**src/logic/afe_consts.svh**
```systemverilog
// Constants for the front-end mode control block
`ifndef AFE_CONSTS_SVH
`define AFE_CONSTS_SVH
`define TARGET_ADDR 7'h48
`define OFS_STATUS 8'h00
`define OFS_LOCK 8'h01
`define OFS_GAIN 8'h10
`define OFS_REF 8'h11
`define OFS_MODE 8'h12
`define GAIN_RST 8'h1c
`define REF_RST 8'h00
`define MODE_RST 8'h00
`define LOCK_RST 1'b1
`define MODE_MASK 8'h87
`define GAIN_MASK 8'h1f
`define LOCK_MASK 8'h01
`define SHORT_BIT 7
`define OPM_LSB 0
`define OPM_MSB 2
`define GAIN_LSB 2
`define GAIN_MSB 4
`define GAIN_EXT 3'h0
`define POR_NS 1000
`define CLK_NS 25
`define POR_CYC ((`POR_NS + `CLK_NS - 1) / `CLK_NS)
`endif

```
**src/logic/afe_pkg.sv**
```systemverilog
// Types for the front-end mode control block
package afe_pkg;
  typedef enum logic [2:0] {
    OPM_DEEP_SLEEP = 3'h0,
    OPM_GALVANIC = 3'h1,
    OPM_STANDBY = 3'h2,
    OPM_AMPEROMETRIC = 3'h3,
    OPM_TEMP_AMP_OFF = 3'h6,
    OPM_TEMP_AMP_ON = 3'h7
  } opm_t;
  typedef enum logic [6:0] {
    ST_IDLE = 7'h01,
    ST_ADDR = 7'h02,
    ST_AACK = 7'h04,
    ST_WDATA = 7'h08,
    ST_WACK = 7'h10,
    ST_RDATA = 7'h20,
    ST_RACK = 7'h40
  } ser_state_t;
endpackage : afe_pkg

```
**src/logic/afe_reg_if.sv**
```systemverilog
// Register access carrier between serial engine and register bank
`timescale 1ns/100ps
interface afe_reg_if;
  logic wr_stb;
  logic [7:0] ptr;
  logic [7:0] wdata;
  logic [7:0] rdata;
  modport engine (output wr_stb, output ptr, output wdata, input rdata);
  modport bank (input wr_stb, input ptr, input wdata, output rdata);
endinterface : afe_reg_if

```
**src/logic/afe_reg_bank.sv**
```systemverilog
// Register bank with lock protection and ready status
`timescale 1ns/100ps
`include "afe_consts.svh"
module afe_reg_bank (
  // Clock and reset
  input wire logic ref_clk,
  input wire logic sys_rst,
  // Register access
  afe_reg_if.bank rif,
  // Register contents
  output logic ready,
  output logic [7:0] gain_reg,
  output logic [7:0] ref_reg,
  output logic [7:0] mode_reg
);
  logic [7:0] gain_ff, nxt_gain;
  logic [7:0] ref_ff, nxt_ref;
  logic [7:0] mode_ff, nxt_mode;
  logic lock_ff, nxt_lock;
  logic [7:0] rd_ff, nxt_rd;
  logic [15:0] por_ff, nxt_por;
  logic rdy_ff, nxt_rdy;

  // Next values: writes, protection, power-on count
  always_comb
  begin
    nxt_gain = gain_ff;
    nxt_ref = ref_ff;
    nxt_mode = mode_ff;
    nxt_lock = lock_ff;
    nxt_por = por_ff;
    nxt_rdy = rdy_ff;
    if (!rdy_ff)
    begin
      nxt_por = por_ff + 16'h0001;
      nxt_rdy = (por_ff == 16'(`POR_CYC - 1));
    end
    if (rif.wr_stb)
    begin
      unique case (rif.ptr)
        `OFS_LOCK: nxt_lock = rif.wdata[0];
        `OFS_GAIN: if (!lock_ff) nxt_gain = rif.wdata & `GAIN_MASK;
        `OFS_REF: if (!lock_ff) nxt_ref = rif.wdata;
        `OFS_MODE: nxt_mode = rif.wdata & `MODE_MASK;
        default: ;
      endcase
    end
    unique case (rif.ptr)
      `OFS_STATUS: nxt_rd = {7'h00, rdy_ff};
      `OFS_LOCK: nxt_rd = {7'h00, lock_ff};
      `OFS_GAIN: nxt_rd = gain_ff;
      `OFS_REF: nxt_rd = ref_ff;
      `OFS_MODE: nxt_rd = mode_ff;
      default: nxt_rd = 8'h00;
    endcase
  end

  // State registers
  always_ff @(posedge ref_clk)
  begin
    if (sys_rst)
    begin
      gain_ff <= `GAIN_RST;
      ref_ff <= `REF_RST;
      mode_ff <= `MODE_RST;
      lock_ff <= `LOCK_RST;
      rd_ff <= 8'h00;
      por_ff <= 16'h0000;
      rdy_ff <= 1'b0;
    end
    else
    begin
      gain_ff <= nxt_gain;
      ref_ff <= nxt_ref;
      mode_ff <= nxt_mode;
      lock_ff <= nxt_lock;
      rd_ff <= nxt_rd;
      por_ff <= nxt_por;
      rdy_ff <= nxt_rdy;
    end
  end

  assign rif.rdata = rd_ff;
  assign ready = rdy_ff;
  assign gain_reg = gain_ff;
  assign ref_reg = ref_ff;
  assign mode_reg = mode_ff;
endmodule : afe_reg_bank

```
**src/logic/afe_mode_control_and_select.sv**
```systemverilog
// Serial target, module select gating and mode decode for the sensor front end
// Function
// Decode 3-bit mode field: sleep, galvanic, standby, amperometric, two temperature modes.
// Bit 7 enables electrode short switch, reset clear; bits 6:3 reserved.
// Temperature with amplifier on routes sensor to main pin, potentiostat to second pin.
// Amperometric mode powers control and current-to-voltage amplifiers.
// Galvanic mode powers off control amplifier, keeps amplifier non-inverting.
// Host enables reference bypass when using galvanic mode.
// Host selects external gain setting when external feedback resistor fitted.
// Device answers only at one fixed target address.
// Bus communication only while module select is low.
// Unselected devices never acknowledge.
// Host selects exactly one device at a time.
// Host restores gain, reference and mode registers from memory at startup.
// Host addresses companion memory with low address bit zero.
// Gain and reference writes only while lock clear; mode never locked.
// Ready bit reads zero until power-on completes.
// Host writes zero to reserved bits, ignores readback.
// Deselected device releases data line; deselect mid-transfer returns interface to idle.
`timescale 1ns/100ps
`include "afe_consts.svh"
module afe_mode_control_and_select (
  // Clock and reset
  input wire logic ref_clk,
  input wire logic sys_rst,
  // Serial bus, sampled
  input wire logic scl_in,
  input wire logic sda_in,
  output logic sda_out,
  output logic sda_oe,
  // Module select
  input wire logic module_select_n,
  // Analog controls
  output logic control_amp_on,
  output logic current_to_voltage_amp_on,
  output logic current_to_voltage_non_inverting,
  output logic temp_sensor_on,
  output logic temp_to_main_output,
  output logic pstat_to_second_feedback,
  output logic electrode_short_switch_enable,
  output logic device_ready,
  output logic gain_external
);
  afe_reg_if rif ();
  logic [7:0] gain_reg, ref_reg, mode_reg;
  afe_pkg::ser_state_t st_ff, nxt_st;
  logic scl_ff, sda_ff, nxt_scl, nxt_sda;
  logic [7:0] sh_ff, nxt_sh;
  logic [3:0] cnt_ff, nxt_cnt;
  logic rw_ff, nxt_rw;
  logic first_ff, nxt_first;
  logic [7:0] ptr_ff, nxt_ptr;
  logic drv_ff, nxt_drv;
  logic wr_ff, nxt_wr;
  logic [7:0] wd_ff, nxt_wd;
  logic [3:0] ctl_ff, nxt_ctl;
  logic [2:0] rt_ff, nxt_rt;
  logic rise, fall, start, stop, sel;

  afe_reg_bank bank (
    .ref_clk(ref_clk),
    .sys_rst(sys_rst),
    .rif(rif),
    .ready(device_ready),
    .gain_reg(gain_reg),
    .ref_reg(ref_reg),
    .mode_reg(mode_reg)
  );

  // Bus edge and condition detection
  assign sel = !module_select_n;
  assign rise = scl_in && !scl_ff;
  assign fall = !scl_in && scl_ff;
  assign start = scl_in && scl_ff && sda_ff && !sda_in;
  assign stop = scl_in && scl_ff && !sda_ff && sda_in;
  assign rif.wr_stb = wr_ff;
  assign rif.ptr = ptr_ff;
  assign rif.wdata = wd_ff;

  // Serial engine next state
  always_comb
  begin
    nxt_scl = scl_in;
    nxt_sda = sda_in;
    nxt_st = st_ff;
    nxt_sh = sh_ff;
    nxt_cnt = cnt_ff;
    nxt_rw = rw_ff;
    nxt_first = first_ff;
    nxt_ptr = ptr_ff;
    nxt_drv = drv_ff;
    nxt_wr = 1'b0;
    nxt_wd = wd_ff;
    if (!sel)
    begin
      nxt_st = afe_pkg::ST_IDLE;
      nxt_drv = 1'b0;
    end
    else if (start)
    begin
      nxt_st = afe_pkg::ST_ADDR;
      nxt_cnt = 4'h0;
      nxt_drv = 1'b0;
    end
    else if (stop)
    begin
      nxt_st = afe_pkg::ST_IDLE;
      nxt_drv = 1'b0;
    end
    else
    begin
      unique case (st_ff)
        afe_pkg::ST_IDLE: nxt_drv = 1'b0;
        afe_pkg::ST_ADDR, afe_pkg::ST_WDATA:
          if (rise)
          begin
            nxt_sh = {sh_ff[6:0], sda_in};
            nxt_cnt = cnt_ff + 4'h1;
          end
          else if (fall && cnt_ff == 4'h8)
          begin
            nxt_cnt = 4'h0;
            if (st_ff == afe_pkg::ST_ADDR)
            begin
              if (sh_ff[7:1] == `TARGET_ADDR)
              begin
                nxt_rw = sh_ff[0];
                nxt_first = 1'b1;
                nxt_drv = 1'b1;
                nxt_st = afe_pkg::ST_AACK;
              end
              else
                nxt_st = afe_pkg::ST_IDLE;
            end
            else
            begin
              if (first_ff)
                nxt_ptr = sh_ff;
              else
              begin
                nxt_wr = 1'b1;
                nxt_wd = sh_ff;
              end
              nxt_drv = 1'b1;
              nxt_st = afe_pkg::ST_WACK;
            end
          end
        afe_pkg::ST_AACK, afe_pkg::ST_WACK:
          if (fall)
          begin
            if (st_ff == afe_pkg::ST_WACK && !first_ff)
              nxt_ptr = ptr_ff + 8'h01;
            if (st_ff == afe_pkg::ST_WACK)
              nxt_first = 1'b0;
            if (st_ff == afe_pkg::ST_AACK && rw_ff)
            begin
              nxt_sh = rif.rdata;
              nxt_drv = !rif.rdata[7];
              nxt_cnt = 4'h1;
              nxt_st = afe_pkg::ST_RDATA;
            end
            else
            begin
              nxt_drv = 1'b0;
              nxt_st = afe_pkg::ST_WDATA;
            end
          end
        afe_pkg::ST_RDATA:
          if (fall)
          begin
            if (cnt_ff == 4'h8)
            begin
              nxt_drv = 1'b0;
              nxt_ptr = ptr_ff + 8'h01;
              nxt_st = afe_pkg::ST_RACK;
            end
            else
            begin
              nxt_sh = {sh_ff[6:0], 1'b0};
              nxt_drv = !sh_ff[6];
              nxt_cnt = cnt_ff + 4'h1;
            end
          end
        afe_pkg::ST_RACK:
          if (rise)
            nxt_st = sda_in ? afe_pkg::ST_IDLE : afe_pkg::ST_AACK;
      endcase
    end
  end

  // Mode decode into analog controls
  always_comb
  begin
    nxt_ctl = 4'h0;
    nxt_rt = 3'h0;
    unique case (afe_pkg::opm_t'(mode_reg[`OPM_MSB:`OPM_LSB]))
      afe_pkg::OPM_GALVANIC: nxt_ctl = 4'b0110;
      afe_pkg::OPM_STANDBY: nxt_ctl = 4'b1000;
      afe_pkg::OPM_AMPEROMETRIC: nxt_ctl = 4'b1100;
      afe_pkg::OPM_TEMP_AMP_OFF: nxt_ctl = 4'b1001;
      afe_pkg::OPM_TEMP_AMP_ON:
      begin
        nxt_ctl = 4'b1101;
        nxt_rt = 3'b110;
      end
      default: nxt_ctl = 4'h0;
    endcase
    nxt_rt[0] = mode_reg[`SHORT_BIT];
  end

  // Registers of engine and decode
  always_ff @(posedge ref_clk)
  begin
    if (sys_rst)
    begin
      st_ff <= afe_pkg::ST_IDLE;
      scl_ff <= 1'b1;
      sda_ff <= 1'b1;
      sh_ff <= 8'h00;
      cnt_ff <= 4'h0;
      rw_ff <= 1'b0;
      first_ff <= 1'b0;
      ptr_ff <= 8'h00;
      drv_ff <= 1'b0;
      wr_ff <= 1'b0;
      wd_ff <= 8'h00;
      ctl_ff <= 4'h0;
      rt_ff <= 3'h0;
    end
    else
    begin
      st_ff <= nxt_st;
      scl_ff <= nxt_scl;
      sda_ff <= nxt_sda;
      sh_ff <= nxt_sh;
      cnt_ff <= nxt_cnt;
      rw_ff <= nxt_rw;
      first_ff <= nxt_first;
      ptr_ff <= nxt_ptr;
      drv_ff <= nxt_drv;
      wr_ff <= nxt_wr;
      wd_ff <= nxt_wd;
      ctl_ff <= nxt_ctl;
      rt_ff <= nxt_rt;
    end
  end

  // Outputs
  assign sda_out = 1'b0;
  assign sda_oe = drv_ff && sel;
  assign control_amp_on = ctl_ff[3];
  assign current_to_voltage_amp_on = ctl_ff[2];
  assign current_to_voltage_non_inverting = ctl_ff[1];
  assign temp_sensor_on = ctl_ff[0];
  assign temp_to_main_output = rt_ff[2];
  assign pstat_to_second_feedback = rt_ff[1];
  assign electrode_short_switch_enable = rt_ff[0];
  assign gain_external = (gain_reg[`GAIN_MSB:`GAIN_LSB] == `GAIN_EXT);
endmodule : afe_mode_control_and_select

```
**config.mk**
```make
export PLATFORM = sky130hd
export DESIGN_NAME = afe_mode_control_and_select
export DESIGN_NICKNAME = d
export VERILOG_FILES = /design/src/logic/afe_pkg.sv /design/src/logic/afe_reg_if.sv /design/src/logic/afe_reg_bank.sv /design/src/logic/afe_mode_control_and_select.sv
export VERILOG_INCLUDE_DIRS = /design/src /design/src/logic
export SDC_FILE = /design/constraint.sdc
export NUM_CORES = 1
export LEC_CHECK = 0
export ABC_CLOCK_PERIOD_IN_PS = 6500
export BUFFER_PORTS_ARGS = -buffer_cell sky130_fd_sc_hd__buf_2
export CAP_MARGIN = 20
export CORE_MARGIN = 8
export CORE_UTILIZATION = 60
export CTS_CLUSTER_SIZE = 25
export DETAILED_ROUTE_END_ITERATION = 10
export PLACE_DENSITY = 0.78
export RECOVER_POWER = 25
export SETUP_SLACK_MARGIN = 0.2
export SLEW_MARGIN = 25
export SYNTH_ARGS = -nofsm -noshare
export SYNTH_HDL_FRONTEND = slang
export SYNTH_SLANG_ARGS = --single-unit
```
**constraint.sdc**
```tcl
create_clock -name ref_clk -period 6.5 [get_ports ref_clk]
set_clock_uncertainty 0.05 [all_clocks]
set_input_delay 1.3 -clock ref_clk [delete_from_list [all_inputs] [get_ports ref_clk]]
set_output_delay 1.3 -clock ref_clk [all_outputs]
set_load 0.01 [all_outputs]
```
# Word-level counts from Yosys, hierarchy flattened
# Cells that the tools add are included.
# classes
n_addsub	3
mux	57
reduce_logical	45
n_eq_ne	47
bitwise_logic	9
# ops
op	n
8-bit 2-to-1 mux	13
7-bit 2-to-1 mux	7
8-bit case mux with 3 select lines	2
8-bit case mux with 5 select lines	1
4-bit 2-to-1 mux	8
2-bit inequality test, second input constant	16
4-bit inequality test, second input constant	7
7-bit case mux with 4 select lines	1
8-bit by 5-bit == test with 1-bit output, second input constant	3
8-bit AND reduction	3
4-bit case mux with 5 select lines	1
16-bit by 1-bit adder with 16-bit output, second input constant	1
16-bit by 6-bit == test with 1-bit output, second input constant	1
1-bit 2-to-1 mux	15
3-bit inequality test, second input constant	5
7-bit == test, second input constant	2
7-bit AND reduction	2
4-bit case mux with 3 select lines	1
12-bit AND reduction	1
4-bit nonzero test	3
1-bit logical AND	11
10-bit AND reduction	1
3-bit 2-to-1 mux	3
1-bit NOT	9
other kinds (30)	44
# word_totals
regBits	91
input_bits	5
out_inout_bits	11
elab_cells	182

# Depth between registers and ports, before layout
# depth
word_depth	8
ltp_mapped	10

# Modules after synthesis
# A second synthesis with hierarchy kept.
# hier_totals
cells_unflattened	520
hier_area_um2	4647.0
# modules_own_cells
module	area_per_inst_um2	seq_area_each_um2	cells_per_inst	n_inst
afe_mode_control_and_select	2726.4	940.9	314	1
afe_reg_bank	1920.6	860.8	206	1

# Worst setup path after synthesis
# Ideal clock, no wire load.
# synth_timing
path_type	input port to flip-flop
from	in scl_in
to	reg st_ff[0]
path_slack_ps	3476
setup_time_ps	124
path_stages	7
arrival_time_ps	2849
n_path_buf	1
cell_sequence	clkbuf_1 > nor2b_1 > and4_1 > or4_1 > nand4_1 > a21oi_1 > a2111o_1
# synth_between
elab_chain_cells	5
elab_cells_between_ends	19
classes_between	eq/ne (6); mux (2); reduce/logical (11)
# synth_rtl
item	line	rtl
start, declared	afe_mode_control_and_select.sv:27	input wire logic scl_in,
1-bit logical AND / 1-bit logical NOT (equally long branches)	afe_mode_control_and_select.sv:74, afe_mode_control_and_select.sv:75, afe_mode_control_and_select.sv:73	
1-bit logical AND, on equally long branches	afe_mode_control_and_select.sv:74, afe_mode_control_and_select.sv:73, afe_mode_control_and_select.sv:75	
1-bit logical AND, on equally long branches	afe_mode_control_and_select.sv:74, afe_mode_control_and_select.sv:75, afe_mode_control_and_select.sv:120	
4-bit inequality test (no line), or another cell as far along	n/a	
7-bit AND reduction (no line) / 2-bit 2-to-1 mux (equally long branches)	n/a	
end signal, assigned	afe_mode_control_and_select.sv:216	st_ff <= afe_pkg::ST_IDLE;
end signal, assigned	afe_mode_control_and_select.sv:232	st_ff <= nxt_st;
end, declared	afe_mode_control_and_select.sv:46	afe_pkg::ser_state_t st_ff, nxt_st;
# Parallel ways exist; a longest one is shown, timed or not.
# A chain may end at the register's enable or synchronous reset.

==> results_dict.tcl <==
set metrics [dict create \
    status "finished, violations left" \
    violations "max-capacitance violations, max-slew violations" \
    cap_violations 1 \
    tightest_slew_ns 3.181 \
    setup_tns_ns 0 \
    core_um2 7253 \
    synth_area_leaders "dfxtp_1 (40%), nor2_1 (6.2%), mux2i_1 (6.0%)" \
    worst_path_max_delay_cell "clkbuf_1" \
    seq_area_frac_synth 0.4012 \
    grt_pass1_vias 3535 \
    ant_nets 0 \
    overflow 0 \
    final_nets 527 \
    synth_edf_count 0 \
    power.density_nw_per_um2 201.8 \
    synth_top_area_frac 0.4012 \
    crit_family "buffers and inverters" \
    hold_violations 0 \
    setup_slack_ns 2.107 \
    track_usage 0.2099 \
    final_cell_mix "dfxtp_1 (90), nor2_1 (74), nand2_1 (43)" \
    critPathArrivalTime_ns 4.60 \
    htree_levels 3 \
    synth_area_leader_cell "dfxtp_1" \
    max_freq_ghz 0.2276 \
    cts_resized 0 \
    cts_setup_buffers 0 \
    clk_pin_slew_ns 0.09 \
    layout-drive-gt1-share 0.09615 \
    totalWireLength_um 10390 \
    path_max_fanout 75 \
    cts_buffers 9 \
    synth_fp_nets 534 \
    drc 0 \
    largest-register "bank.por_ff" \
    synth-seq-cells 90 \
    fin_worst_hold_slack_ns 0.4167 \
    initial_core_util 0.6191 \
    yosysUniqueCellTypes 68 \
    dr.pass1.iters 5 \
    rsz0062_at_grt "no" \
    multi_input_area_um2 2475 \
    clkLatencyLatePin_ns 0.36 \
    cts_tree "done" \
    critical_path_class "input port to register" \
    cts_root_buffer "clkbuf_8" \
    wl_per_cell_um 16.78 \
    grt_pass1_wl_um 17470 \
    fp.dieW_um 102.5 \
    final_common_cell "dfxtp_1" \
    async_reset_ff_frac 0 \
    synth_warnings 0 \
    cp-start-kind "input port" \
    syn2layout_area_growth_pct 5.182 \
    grt_max_degree 76 \
    cpPeakStageDelay_ns 2.23 \
    critPathRequiredTime_ns 6.71 \
    viasPerCell 6.205 \
    drt_iter0_markers 437 \
    die_h_um 102.5 \
    dp.final_hpwl_um 7041 \
    hp-class "register to register" \
    ir_drop_mv 0.1687 \
    clockBufferDepth 2 \
    antenna-diode-count 0 \
    largest_reg_flops 16 \
    final-seq-area_um2 1802 \
    synthCells 522 \
    cp_cell_sequence "buf_2 > clkbuf_1 > nor2_1 > and3_1 > a32o_1" \
    ios 16 \
    rows 31 \
    fp.dieArea_um2 10510 \
    slew-limit-headroom -1.121 \
    io_buffer_count 14 \
    fin_crit_ns 4.393 \
    timing.final.max_slew_violations 76 \
    hold_buffers 0 \
    num_vias 3841 \
    place_ws_ns 3.191 \
    clock_sinks 90 \
    grt_antenna_before_repair 0 \
    gp_congestion 0.9294 \
    setup_viol 0 \
    final_area_um2 4723 \
    postPlaceCellArea_um2 4543 \
    power.total_mw 0.9533 \
    ys.flop_type "dfxtp_1" \
    period_share 0.6758 \
    p_leak_nw 1.721 \
    avgSynthCellArea_um2 8.603 \
    end_kind "register" \
    fillers 648 \
    syn_area_um2 4491 \
    path_buf_inv 2 \
]
-- worst reg2reg max path: stages, from the launching register on --
cell and delay (ns):
dfxtp_1 0.47, nor3_2 0.49, and3_1 0.78, o311ai_4 0.22
a2111oi_4 0.90, nor2_1 0.11, a311oi_1 0.27
-- final timing paths --
| kind | end | slack [ns] | from | cells after the start |
|---|---|---|---|---|
| setup reg to reg | sh_ff[2] | 3.08 | st_ff[1] | 6 |
| setup / recovery | bank.rif.rdata[7] | 2.11 | sys_rst | 5 |
| hold reg to reg | sh_ff[0] | 0.42 | bank.rif.rdata[0] | 2 |
| hold / removal | sh_ff[0] | 0.42 | bank.rif.rdata[0] | 2 |
-- cell families after synthesis --
kind of cell / Yosys count / synth area share
AOI/OAI and AO/OA: 92 / 0.1636
xor gates and xnor gates: 20 / 0.03901
adders and majority gates: 7 / 0.01950
buffers and inverters: 50 / 0.04764
DFF: 90 / 0.4012
muxes: 28 / 0.06269
other: 1 / 0.0008351
and+or+nand+nor: 234 / 0.2655
-- layout make-up --
cell class              instances  share of cell area
inverters                      16             0.01272
flip-flops and latches         90              0.3815
well taps                      99             0.02623
multi-input cells             382              0.5240
clock inverters                 6            0.009801
repair buffers                 16             0.01669
clock buffers                  10             0.02914
-- metal layers --
| layer | global-route usage | vias up | share of wire |
|---|---|---|---|
| li1 | - | 1853 | - |
| met2 | 0.3322 | 135 | 0.46 |
| met5 | 0 | - | 0 |
| met4 | 0.07336 | 0 | 0.018 |
| met1 | 0.2759 | 1831 | 0.45 |
| met3 | 0.04389 | 22 | 0.064 |
-- stage by stage --
stage                     cells    util
after floorplan             522       -
after global placement      602  0.6257
after global routing        619  0.6512
final                       619  0.6512
after CTS                   619  0.6517
after detailed placement    603  0.6264
-- synthesized netlist by cell type, types with 7 or more instances --
| library cell | count |
|---|---|
| inv_1 | 16 |
| ha_1 | 7 |
| nand2b_1 | 9 |
| o21ai_0 | 12 |
| xor2_1 | 15 |
| nand4_1 | 10 |
| mux2i_1 | 27 |
| nand3_1 | 24 |
| nor2_1 | 74 |
| nor3_1 | 14 |
| clkbuf_1 | 26 |
| nor2b_1 | 11 |
| a311oi_1 | 8 |
| nand2_1 | 43 |
| a21oi_1 | 14 |
| o31ai_1 | 8 |
| and3_1 | 9 |
| dfxtp_1 | 90 |
-- power by group --
part / switching [mW] / internal [mW]
clock network: 0.206 / 0.153
registers: 0.00468 / 0.554
logic: 0.0243 / 0.0112
total: 0.235 / 0.718
Power figures use the tool's default switching activity.
